**config.mk**
```make
export PLATFORM = sky130hd
export DESIGN_NAME = enable_sync_device_flat
export DESIGN_NICKNAME = d
export VERILOG_FILES = /design/src/include/enable_sync_pkg.sv /design/src/include/enable_sync_if.sv /design/src/design/enable_sync_device.sv /design/src/flat_wrapper.sv
export SDC_FILE = /design/constraint.sdc
export NUM_CORES = 1
export LEC_CHECK = 0
export ABC_AREA = 1
export BUFFER_PORTS_ARGS = -buffer_cell sky130_fd_sc_hd__buf_2
export CAP_MARGIN = 20
export CORE_ASPECT_RATIO = 1.25
export CORE_MARGIN = 3
export CORE_UTILIZATION = 52
export CTS_BUF_LIST = sky130_fd_sc_hd__clkbuf_16
export CTS_CLUSTER_DIAMETER = 30
export DETAILED_ROUTE_END_ITERATION = 10
export PLACE_DENSITY = 0.66
export SETUP_SLACK_MARGIN = 0.15
export SLEW_MARGIN = 25
export SYNTH_ARGS = -nofsm -noshare
export SYNTH_HDL_FRONTEND = slang
export SYNTH_SLANG_ARGS = --single-unit
```
**constraint.sdc**
```tcl
create_clock -name CLK -period 15.8 [get_ports CLK]
set_input_delay 3.16 -clock CLK [delete_from_list [all_inputs] [get_ports CLK]]
set_output_delay 3.16 -clock CLK [all_outputs]
set_load 0.005 [all_outputs]
```
**src/include/enable_sync_pkg.sv**
```systemverilog
package enable_sync_pkg;

    // Clock rate and printed times
    localparam int CLK_MHZ = 250;
    localparam int T_BLANK_MIN_NS = 4000;
    localparam int T_BLANK_MAX_NS = 28000;
    localparam int T_SYNC_EDGE_NS = 100;
    localparam int T_TURN_ON_US = 700;
    localparam int T_TON_MIN_NS = 70;
    localparam int T_TOFF_MIN_NS = 85;
    localparam int F_MIN_KHZ = 200;
    localparam int F_MAX_KHZ = 2200;
    localparam int NS_PER_US = 1000;
    localparam int KHZ_PER_MHZ = 1000;

    // Widths
    localparam int PER_W = 12;
    localparam int DUTY_W = 7;
    localparam int SYNC_CNT_W = 12;
    localparam int PROD_W = PER_W + DUTY_W;

    // Counts and limits
    localparam int SYNC_LOCK_CYCLES = 2048;
    localparam int TURN_ON_CYC_DEF = T_TURN_ON_US * CLK_MHZ;
    localparam int DISABLE_CYC_DEF = T_BLANK_MAX_NS * CLK_MHZ / NS_PER_US + 1;
    localparam logic [PER_W-1:0] BLANK_CYC =
        PER_W'((T_BLANK_MIN_NS * CLK_MHZ + NS_PER_US - 1) / NS_PER_US);
    localparam logic [PER_W-1:0] EDGE_CYC =
        PER_W'((T_SYNC_EDGE_NS * CLK_MHZ + NS_PER_US - 1) / NS_PER_US);
    localparam logic [PER_W-1:0] TON_MIN_CYC =
        PER_W'((T_TON_MIN_NS * CLK_MHZ + NS_PER_US - 1) / NS_PER_US);
    localparam logic [PER_W-1:0] TOFF_MIN_CYC =
        PER_W'((T_TOFF_MIN_NS * CLK_MHZ + NS_PER_US - 1) / NS_PER_US);
    localparam logic [PER_W-1:0] PER_MIN =
        PER_W'((CLK_MHZ * KHZ_PER_MHZ + F_MAX_KHZ - 1) / F_MAX_KHZ);
    localparam logic [PER_W-1:0] PER_MAX =
        PER_W'(CLK_MHZ * KHZ_PER_MHZ / F_MIN_KHZ);
    localparam logic [PER_W-1:0] PER_FOLD_MAX = {PER_W{1'b1}};
    localparam logic [PER_W-1:0] FOLD_STEP = 12'h004;
    localparam int PHASE_SHIFT = 5;
    localparam logic [PER_W-1:0] HALF_MIN = (PER_MIN + 12'h001) >> 1;
    localparam logic [PER_W-1:0] HALF_MAX = PER_MAX >> 1;

    // Duty cycle limits in percent
    localparam logic [DUTY_W-1:0] DUTY_FULL = 7'h64;
    localparam logic [DUTY_W-1:0] DUTY_MAX_NORM = 7'h57;
    localparam logic [DUTY_W-1:0] DUTY_MAX_FOLD = 7'h62;

endpackage : enable_sync_pkg

```
**src/include/enable_sync_if.sv**
```systemverilog
`timescale 1ns/100ps
interface enable_sync_if;
    // Comparator outputs of the combined enable and sync input
    logic wake_level;
    logic enable_level;
    modport dev (input wake_level, input enable_level);
    modport host (output wake_level, output enable_level);
endinterface : enable_sync_if

```
**src/design/enable_sync_device.sv**
```systemverilog
`timescale 1ns/100ps
// Functional notes
// - Below wake level: full shutdown, nothing active
// - Between thresholds: internal supply on, no switching
// - Above enable threshold with supply: switch normally
// - Ignore level changes during blank after edge
// - No blanking while in shutdown
// - Far end holds low beyond maximum blank
// - Sync detector triggers on rising edge
// - Far end sync clock within frequency range
// - Sync phases longer than edge, shorter blank
// - Far end keeps sync off until started
// - After 2048 valid cycles, jump to sync
// - Valid sync disables spread spectrum, follows clock
// - Resistor setting spans internal frequency range
// - Fold frequency back on on/off time limits
// - Duty limit 87 normal, 98 in foldback
// - Far end holds each sync level at least 100 ns
// - Nudge phase until sync and switch align
// - First pulse after turn-on delay
module enable_sync_device
#(
    parameter int TURN_ON_CYC = enable_sync_pkg::TURN_ON_CYC_DEF,
    parameter int LOCK_COUNT = enable_sync_pkg::SYNC_LOCK_CYCLES
)
(
    // Clock and reset
    input wire logic CLK,
    input wire logic NRST,
    // Combined enable and sync input
    enable_sync_if.dev LINK,
    // Operating conditions
    input wire logic VIN_OK,
    input wire logic [enable_sync_pkg::PER_W-1:0] FREQ_SET_RESISTOR_PIN,
    input wire logic [enable_sync_pkg::DUTY_W-1:0] DUTY_REQ,
    // Status and drive
    output logic VCC_ON,
    output logic SWITCHING,
    output logic SWITCH_NODE,
    output logic SYNC_LOCKED,
    output logic SPREAD_EN,
    output logic FOLDBACK
);
    import enable_sync_pkg::*;

    localparam int DLY_W = $clog2(TURN_ON_CYC + 1);

    typedef enum {ST_SHUTDOWN, ST_STANDBY, ST_DELAY, ST_RUN} power_e;

    power_e state;
    power_e next_state;
    logic wake_s1, wake_s2, lvl_s1, lvl_s2, lvl_d, vin_s1, vin_s2;
    logic [PER_W-1:0] res_s1, res_s2;
    logic [PER_W-1:0] age, next_age, cyc, next_cyc;
    logic en_acc, next_en_acc, hi_ok, next_hi_ok;
    logic [DLY_W-1:0] dly, next_dly;
    logic [SYNC_CNT_W-1:0] sync_cnt, next_sync_cnt;
    logic locked, next_locked;
    logic [PER_W-1:0] sync_per, per_eff, next_per_eff, osc, next_osc;
    logic edge_seen, rise, fall, settled, phase_ok, run, reset_sync;
    logic lock_now, wrap, viol, fold_active, phase_fix, enabled;
    logic [PER_W-1:0] res_per, per_target, req_on, on_cyc, ph_step, adj;
    logic [DUTY_W-1:0] duty_in, duty_lim, duty_use;
    logic [PROD_W-1:0] req_prod, on_prod;

    // Two-stage synchronisers for pin inputs
    always_ff @(posedge CLK or negedge NRST)
    begin
        if (!NRST)
        begin
            wake_s1 <= 1'b0;
            wake_s2 <= 1'b0;
            lvl_s1 <= 1'b0;
            lvl_s2 <= 1'b0;
            lvl_d <= 1'b0;
            vin_s1 <= 1'b0;
            vin_s2 <= 1'b0;
            res_s1 <= PER_MAX;
            res_s2 <= PER_MAX;
        end
        else
        begin
            wake_s1 <= LINK.wake_level;
            wake_s2 <= wake_s1;
            lvl_s1 <= LINK.enable_level;
            lvl_s2 <= lvl_s1;
            lvl_d <= lvl_s2;
            vin_s1 <= VIN_OK;
            vin_s2 <= vin_s1;
            res_s1 <= FREQ_SET_RESISTOR_PIN;
            res_s2 <= res_s1;
        end
    end

    // Edge detection and age since last edge
    assign edge_seen = lvl_s2 != lvl_d;
    assign rise = lvl_s2 && !lvl_d;
    assign fall = !lvl_s2 && lvl_d;
    assign settled = (age == BLANK_CYC) && !edge_seen;
    assign next_age = edge_seen ? '0 : (age == BLANK_CYC) ? age : age + 1'b1;
    assign next_cyc = rise ? 12'h001 : (cyc == PER_FOLD_MAX) ? cyc : cyc + 1'b1;

    // Accepted enable level: blanked unless coming out of shutdown
    assign next_en_acc = !wake_s2 ? 1'b0 :
        (state == ST_SHUTDOWN) ? lvl_s2 :
        settled ? lvl_s2 : en_acc;
    assign enabled = en_acc && vin_s2;
    assign run = state == ST_RUN;

    always_comb
    begin
        next_state = state;
        case (state)
            ST_SHUTDOWN:
                if (wake_s2)
                    next_state = ST_STANDBY;
            ST_STANDBY:
                if (!wake_s2)
                    next_state = ST_SHUTDOWN;
                else if (enabled)
                    next_state = ST_DELAY;
            ST_DELAY:
                if (!wake_s2)
                    next_state = ST_SHUTDOWN;
                else if (!enabled)
                    next_state = ST_STANDBY;
                else if (dly == DLY_W'(TURN_ON_CYC - 1))
                    next_state = ST_RUN;
            ST_RUN:
                if (!wake_s2)
                    next_state = ST_SHUTDOWN;
                else if (!enabled)
                    next_state = ST_STANDBY;
            default:
                next_state = ST_SHUTDOWN;
        endcase
    end

    assign next_dly = (state == ST_DELAY) ? dly + 1'b1 : '0;

    // Sync qualification: each phase between edge time and blank time
    assign phase_ok = (age >= EDGE_CYC - 1'b1) &&
        (age < BLANK_CYC - 1'b1);
    assign next_hi_ok = fall ? phase_ok : hi_ok;
    assign reset_sync = !run || settled || (edge_seen && !phase_ok) ||
        (rise && !hi_ok);
    assign lock_now = !reset_sync && rise && !locked &&
        (sync_cnt == SYNC_CNT_W'(LOCK_COUNT - 1));
    assign next_sync_cnt = reset_sync ? '0 :
        (rise && !locked) ? sync_cnt + 1'b1 : sync_cnt;
    assign next_locked = reset_sync ? 1'b0 : (lock_now || locked);

    // Internal period from resistor, clamped to legal range
    assign res_per = (res_s2 < PER_MIN) ? PER_MIN :
        (res_s2 > PER_MAX) ? PER_MAX : res_s2;
    assign per_target = locked ? sync_per : res_per;

    // Foldback: lengthen period while on or off time is too short
    assign duty_in = (DUTY_REQ > DUTY_FULL) ? DUTY_FULL : DUTY_REQ;
    assign req_prod = per_eff * duty_in;
    assign req_on = PER_W'(req_prod / PROD_W'(DUTY_FULL));
    assign viol = ((duty_in != '0) && (req_on < TON_MIN_CYC)) ||
        ((per_eff - req_on) < TOFF_MIN_CYC);
    assign fold_active = per_eff > per_target;
    assign wrap = osc >= per_eff - 1'b1;
    assign next_per_eff = lock_now ? cyc :
        !wrap ? per_eff :
        (viol && (per_eff <= PER_FOLD_MAX - FOLD_STEP)) ?
            per_eff + FOLD_STEP :
        (per_eff <= per_target) ? per_target :
        (per_eff - per_target > FOLD_STEP) ? per_eff - FOLD_STEP :
            per_target;

    // Duty clamp and on time
    assign duty_lim = fold_active ? DUTY_MAX_FOLD : DUTY_MAX_NORM;
    assign duty_use = (duty_in > duty_lim) ? duty_lim : duty_in;
    assign on_prod = per_eff * duty_use;
    assign on_cyc = PER_W'(on_prod / PROD_W'(DUTY_FULL));

    // Phase pull toward rising sync edge, a fraction of a period per edge
    assign ph_step = (per_eff >> PHASE_SHIFT) + 1'b1;
    assign phase_fix = locked && rise && (osc != '0);
    assign adj = (osc < (per_eff >> 1)) ?
        ((osc > ph_step) ? osc - ph_step : '0) :
        ((per_eff - 1'b1 - osc > ph_step) ? osc + ph_step :
            per_eff - 1'b1);
    assign next_osc = !run ? '0 : phase_fix ? adj :
        wrap ? '0 : osc + 1'b1;

    always_ff @(posedge CLK or negedge NRST)
    begin
        if (!NRST)
        begin
            state <= ST_SHUTDOWN;
            age <= '0;
            cyc <= '0;
            en_acc <= 1'b0;
            hi_ok <= 1'b0;
            dly <= '0;
            sync_cnt <= '0;
            locked <= 1'b0;
            sync_per <= PER_MAX;
            per_eff <= PER_MAX;
            osc <= '0;
        end
        else
        begin
            state <= next_state;
            age <= next_age;
            cyc <= next_cyc;
            en_acc <= next_en_acc;
            hi_ok <= next_hi_ok;
            dly <= next_dly;
            sync_cnt <= next_sync_cnt;
            locked <= next_locked;
            sync_per <= rise ? cyc : sync_per;
            per_eff <= next_per_eff;
            osc <= next_osc;
        end
    end

    // Registered outputs
    always_ff @(posedge CLK or negedge NRST)
    begin
        if (!NRST)
        begin
            VCC_ON <= 1'b0;
            SWITCHING <= 1'b0;
            SWITCH_NODE <= 1'b0;
            SYNC_LOCKED <= 1'b0;
            SPREAD_EN <= 1'b0;
            FOLDBACK <= 1'b0;
        end
        else
        begin
            VCC_ON <= next_state != ST_SHUTDOWN;
            SWITCHING <= next_state == ST_RUN;
            SWITCH_NODE <= run && (osc < on_cyc);
            SYNC_LOCKED <= next_locked;
            SPREAD_EN <= run && !next_locked;
            FOLDBACK <= run && fold_active;
        end
    end

endmodule : enable_sync_device

```
**src/flat_wrapper.sv**
```systemverilog
// flat-port wrapper written by rule: the top's interface ports become plain ports
module enable_sync_device_flat import enable_sync_pkg::*;
#(
    parameter int TURN_ON_CYC = enable_sync_pkg::TURN_ON_CYC_DEF,
    parameter int LOCK_COUNT = enable_sync_pkg::SYNC_LOCK_CYCLES
)
  (CLK, NRST, VIN_OK, FREQ_SET_RESISTOR_PIN, DUTY_REQ, VCC_ON, SWITCHING, SWITCH_NODE, SYNC_LOCKED, SPREAD_EN, FOLDBACK, LINK_wake_level, LINK_enable_level);
  enable_sync_if LINK_i ();
  input wire logic CLK;
  input wire logic NRST;
  input wire logic VIN_OK;
  input wire logic [enable_sync_pkg::PER_W-1:0] FREQ_SET_RESISTOR_PIN;
  input wire logic [enable_sync_pkg::DUTY_W-1:0] DUTY_REQ;
  output logic VCC_ON;
  output logic SWITCHING;
  output logic SWITCH_NODE;
  output logic SYNC_LOCKED;
  output logic SPREAD_EN;
  output logic FOLDBACK;
  input wire logic [$bits(LINK_i.wake_level)-1:0] LINK_wake_level;
  input wire logic [$bits(LINK_i.enable_level)-1:0] LINK_enable_level;
  assign LINK_i.wake_level = LINK_wake_level;
  assign LINK_i.enable_level = LINK_enable_level;
  enable_sync_device #(.TURN_ON_CYC(TURN_ON_CYC), .LOCK_COUNT(LOCK_COUNT)) u_core (.CLK(CLK), .NRST(NRST), .LINK(LINK_i), .VIN_OK(VIN_OK), .FREQ_SET_RESISTOR_PIN(FREQ_SET_RESISTOR_PIN), .DUTY_REQ(DUTY_REQ), .VCC_ON(VCC_ON), .SWITCHING(SWITCHING), .SWITCH_NODE(SWITCH_NODE), .SYNC_LOCKED(SYNC_LOCKED), .SPREAD_EN(SPREAD_EN), .FOLDBACK(FOLDBACK));
endmodule
```
==> summary.txt, run 1 <==
status: completed
number of fill cells: 3325
Hold Buf Count CTS: 0
CP Capture Type: register
initial drt markers: 977
gpl congestion: 0.936
Critical R2R Capture: u_core.SWITCH_NODE
Die Y: 223 um
post-synth cell types: 60
Max-Slew Margin vs Limit: 0.367
CP top delay family: simple AND/OR/NAND/NOR gates
cell area after synthesis: 19600 um2
Worst Tran Pin Value: 0.949 ns
WP buf/inv: 14
WL/cell: 15.1 um
DR DRC count: 0
Post-Route WL: 53.3 mm
Clock Pin Slew Worst Setup and Hold Paths: 0.07 ns
Final ANT Viol Nets: 0
number of enable-type register cells in the synthesized netlist: 0
DP Worst Slack: -0.197 ns
vias in the first global route: 18700
Final Hold Fails: 0
setup TNS: 0 ns
Overflow after GRT: 0
fin nets: 3340
H-Tree Depth: 4
initial antenna violation count: 1
Worst EP required: 16.14 ns
RSZ-0062 raised after global routing: yes
sequential share of the synthesized area: 0.207
Max FO, Critical Path: 8
commonest register cell after synthesis: dfrtp_1
Longest Clk Path Bufs: 2
Fmax: 65.7 MHz
IO Count: 30
Port Buffer Count: 29
Placement Cell Area: 21100 um2
area growth from synthesis to layout: 18.5%
Tmin final: 15.22 ns
# rows: 78
worst hold slack: 0.339 ns
hold path endpoint: u_core.res_s2[8]
worst skew pair latency: 0.44 ns
post-DP HPWL: 40.8 mm
FF-to-FF path depth: 108
die area: 40100 um2
asr flop ratio synth: 1.00
worst setup margin: 0.575 ns
hold crit path type: reg -> reg
reg-to-reg startpoint: u_core.res_s2[6]
Pins Over Slew Limit: 0
Vias/cell: 5.39
Syn Area/Cell: 6.90 um2
Mapped Cells: 2844
Startpoint Class: input port
share of cells above drive strength 1: 0.192
crit path kind: in -> reg
Die Width: 180 um
most frequent CP cell: nand2_4
fin crit share: 0.964
reg2reg setup slack: 1.28 ns
total core area: 36800 um2
endpoints failing setup: 0
max_cap viols: 0
largest net degree at the start of global routing: 86
Yosys warning count: 0
hold_sp: u_core.res_s1[8]
CTS tree: built
slowest stage cell, crit path: fa_1
All-Layer GR Usage: 0.256
root buffer cell: clkbuf_16
Starting Density: 0.533
Antenna diodes: 0
worst clock skew: 0.0105 ns
Hold Path Depth: 0
post-route cell area: 23300 um2
global-route wire length before repair: 86.1 mm
slowest stage delay, CP: 0.57 ns
via count: 19000
clock sink count: 161
CTS Buf Count: 17
Arr. time, crit path: 15.56 ns
Yosys reg bits: 161
drt pass-1 iters: 5
-- layer usage --
metal / vias up / part of all wire / GRT usage
li1: 9456 / - / -
met1: 8969 / 0.39 / 0.293
met2: 452 / 0.52 / 0.478
met3: 163 / 0.049 / 0.0284
met4: 2 / 0.047 / 0.118
met5: - / 0.00019 / 0
-- synthesized netlist by cell type (all sizes together), types with 2 or more instances --
cell,count,area (um2)
or2,8,55.1
o22ai,6,37.5
o31ai,4,30.0
o211ai,16,120
o21bai,17,131
and2,5,31.3
nor4,15,93.8
nand3b,8,60.1
a32oi,2,17.5
nor3,53,265
nand2,734,3050
inv,511,1920
fa,103,2060
clkinv,14,52.6
nand3,186,1010
o21ai,148,744
xnor2,19,174
dfrtp,141,3530
xor2,77,682
dfstp,20,526
clkbuf,47,176
a21o,4,30.0
a21oi,135,676
nor2,272,1080
and3,3,18.8
o2111ai,4,35.0
o21a,8,60.1
ha,173,2160
nand4,57,375
a21boi,2,18.8
o32ai,4,35.0
a221o,3,30.0
a31oi,13,81.3
nor3b,7,52.6
a221oi,10,87.6
a211oi,6,45.0
a31o,2,17.5
-- repair_timing --
action | in CTS | in global routing
buffers inserted | 0 | 54
resized for setup | 0 | 292
endpoints found under the setup margin | 0 | 13
-- state kept, by name, indices dropped and copies added, names as in the netlist, 12 cells and up --
name,cells
u_core.res_s1,12
u_core.res_s2,12
u_core.sync_per,12
u_core.sync_cnt,12
u_core.age,12
u_core.state,32
u_core.per_eff,12
u_core.dly,18
u_core.cyc,12
u_core.osc,12
-- worst reg2reg max path, delay by kind of cell, from the launching register on --
family	cells	cell delay [ns]
compound gates	14	2.97
fa+ha+maj	8	3.29
buf+inv	18	1.64
flops	1	0.53
simple gates	68	6.06
-- placed cells by master (no fill, tap or decap), types with 12 or more instances in the layout --
| cell | n |
|---|---|
| nand2_1 | 572 |
| inv_1 | 470 |
| nor2_1 | 243 |
| ha_1 | 162 |
| buf_4 | 161 |
| nand3_1 | 145 |
| dfrtp_1 | 141 |
| a21oi_1 | 125 |
| o21ai_0 | 114 |
| nand2_2 | 113 |
| fa_1 | 99 |
| xor2_1 | 74 |
| nand4_1 | 54 |
| nor3_1 | 51 |
| nand2_4 | 48 |
| inv_2 | 36 |
| nand3_2 | 30 |
| conb_1 | 30 |
| o21ai_1 | 23 |
| buf_2 | 23 |
| dfstp_2 | 20 |
| xnor2_1 | 18 |
| clkbuf_16 | 17 |
| o211ai_1 | 16 |
| o21bai_1 | 16 |
| nor4_1 | 15 |
| nor2_2 | 15 |
| clkinv_1 | 14 |
| nor2_4 | 14 |
| a31oi_1 | 12 |
-- area by class of cell --
cell class,instances,area [um2],share of cell area
Clock buffer,17,425,0.0183
Multi-Input combinational cell,2140,14500,0.625
Tap cell,480,601,0.0258
Clock inverter,15,176,0.00759
Sequential cell,161,4050,0.174
Timing Repair Buffer,195,1480,0.0637
Inverter,525,1990,0.0854
-- how the worst max path moves through the flow --
stage,end,cells after the start,slack [ns],startpoint
2_1_floorplan,u_core.per_eff[3],102,1.04,DUTY_REQ[0]
3_3_place_gp,u_core.per_eff[0],112,0.18,DUTY_REQ[0]
3_5_place_dp,u_core.per_eff[9],109,-0.20,DUTY_REQ[0]
4_1_cts,u_core.per_eff[0],110,0.23,DUTY_REQ[0]
5_1_grt,u_core.per_eff[11],113,-0.37,DUTY_REQ[4]
6_report,u_core.per_eff[11],109,0.58,DUTY_REQ[4]
-- per-stage QoR --
step | std cells | util
floorplan | 2873 | -
global placement | 3446 | 0.574
detailed placement | 3446 | 0.574
CTS | 3478 | 0.591
global route | 3533 | 0.632
finish | 3533 | 0.632
-- logic make-up after synthesis --
| family | synth area share |
|---|---|
| flops | 0.207 |
| buf+inv | 0.110 |
| simple gates | 0.310 |
| mux | 0.000510 |
| compound gates | 0.113 |
| other cells | 0.000191 |
| fa+ha+maj | 0.215 |
| xor+xnor | 0.0436 |
Power of run 1 is not shown: default switching activity piles up to over one toggle a cycle in this logic, so the estimate is an artifact.
==> run 2: changes to the inputs <==
--- a/config.mk
+++ b/config.mk
@@ -15,6 +15,7 @@
 export CTS_CLUSTER_DIAMETER = 30
 export DETAILED_ROUTE_END_ITERATION = 10
 export PLACE_DENSITY = 0.66
+export REMOVE_ABC_BUFFERS = 1
 export SETUP_SLACK_MARGIN = 0.15
 export SLEW_MARGIN = 25
 export SYNTH_ARGS = -nofsm -noshare
==> run 2 against run 1 <==
Register-to-register slack got worse by 0.07 ns. First-iteration DRC count is 26% higher. Cell area up 1.5%.
==> summary.txt, run 2 (same netlist as run 1, synthesis figures left out) <==
status: completed
drt pass-1 iters: 6
share of cells above drive strength 1: 0.205
Critical R2R Capture: u_core.SWITCH_NODE
post-DP HPWL: 41.0 mm
Final ANT Viol Nets: 0
Placement Cell Area: 21400 um2
Clock Pin Slew Worst Setup and Hold Paths: 0.08 ns
slowest stage delay, CP: 0.55 ns
Max FO, Critical Path: 7
crit path kind: in -> reg
commonest non-fill, non-tap cell in the layout: nand2_1
H-Tree Depth: 4
Util after Layout: 0.641
Startpoint Class: input port
reg2reg setup slack: 1.21 ns
most frequent cells in the layout: 562 x nand2_1, 476 x inv_1, 240 x nor2_1
max_cap viols: 0
die area: 40100 um2
worst skew pair latency: 0.43 ns
endpoints failing setup: 0
WP buf/inv: 13
Starting Density: 0.533
WL/cell: 15.2 um
Vias/cell: 5.40
Longest Clk Path Bufs: 2
hold_sp: u_core.vin_s1
reg-to-reg startpoint: u_core.res_s2[1]
Port Buffer Count: 29
Pins Over Slew Limit: 0
Fmax: 65.5 MHz
largest net degree at the start of global routing: 90
worst clock skew: 0.0130 ns
root buffer cell: clkbuf_16
CTS tree: built
biggest regs: u_core.state (32), u_core.dly (18)
area growth from synthesis to layout: 20.2%
clock sink count: 161
gpl congestion: 0.917
DR DRC count: 0
Reg with most FFs: u_core.state
most frequent CP cell: nand2_2
Final Hold Fails: 0
RSZ-0062 raised after global routing: yes
Max-Slew Margin vs Limit: 0.370
Hold Buf Count CTS: 0
post-route cell area: 23600 um2
Antenna diodes: 0
Post-Route WL: 54.2 mm
CP top delay family: simple AND/OR/NAND/NOR gates
All-Layer GR Usage: 0.255
global-route wire length before repair: 86.2 mm
hold crit path type: reg -> reg
fin nets: 3370
max reg flops: 32
CP Capture Type: register
Die Y: 223 um
Worst Tran Pin Value: 0.943 ns
Hold Path Depth: 0
Arr. time, crit path: 15.62 ns
vias in the first global route: 18300
setup TNS: 0 ns
Overflow after GRT: 0
initial drt markers: 1233
hold path endpoint: u_core.vin_s2
slowest stage cell, crit path: fa_2
total core area: 36800 um2
Die Width: 180 um
Tmin final: 15.26 ns
Worst EP required: 16.16 ns
via count: 19200
CTS Buf Count: 17
# rows: 78
initial antenna violation count: 0
FF-to-FF path depth: 100
IO Count: 30
fin crit share: 0.966
==> run 2: cell count changes in the layout (fill, tap and decap cells not counted), moves of 5 or more <==
cell	previous run	this run
o21ai_2	10	16
nand2_1	572	562
inv_1	470	476
nand2_2	113	118
inv_2	36	31
buf_4	161	190
nor2_2	15	21
==> run 2: what timing repair did <==
item | in CTS | in global routing
setup endpoints to repair | 3 | 13
cloned | 0 | 1
buffers inserted | 0 | 56
pin swaps | 0 | 134
gates resized for setup | 1 | 307
==> run 2: final cells by class <==
class,instances,area [um2]
Sequential cell,161,4050
Timing Repair Buffer,225,1690
Fill cell,3263,13200
Multi-Input combinational cell,2140,14600
Clock inverter,15,204
Clock buffer,17,425
Tap cell,480,601
Inverter,525,1990
==> run 2: through the flow <==
step	hold WS (ns)	cells	worst slack, ns
floorplan	0.331	2825	1.08
global placement	0.333	3474	0.183
detailed placement	0.336	3474	-0.260
CTS	0.353	3506	0.215
global route	0.356	3563	-0.433
finish	0.352	3563	0.540
==> run 2: worst max path at each step <==
stage,from,to,slack [ns],cells after the start
after floorplan,DUTY_REQ[0],u_core.SWITCH_NODE,1.08,87
after global placement,DUTY_REQ[0],u_core.per_eff[0],0.18,103
after detailed placement,DUTY_REQ[0],u_core.per_eff[0],-0.26,101
after CTS,DUTY_REQ[0],u_core.per_eff[1],0.22,100
after global routing,DUTY_REQ[3],u_core.per_eff[11],-0.43,109
final,DUTY_REQ[3],u_core.per_eff[8],0.54,111
==> run 2: worst register-to-register path, delay by kind of cell, from the launching register on <==
kind | cells | cell delay [ns]
flip-flops | 1 | 0.57
XOR/XNOR | 1 | 0.18
AND/OR/NAND/NOR | 63 | 6.04
buffers and inverters | 14 | 1.50
adder cells (fa/ha/maj) | 8 | 3.36
AO/OA/AOI/OAI | 14 | 2.89
==> run 2: metal layers <==
layer / up-vias / track usage / share of wire
met5: - / 0 / 0
met3: 103 / 0.0295 / 0.050
met1: 9064 / 0.329 / 0.42
met4: 0 / 0.0741 / 0.025
li1: 9530 / - / -
met2: 526 / 0.450 / 0.50
Power of run 2 is left out for the same reason.
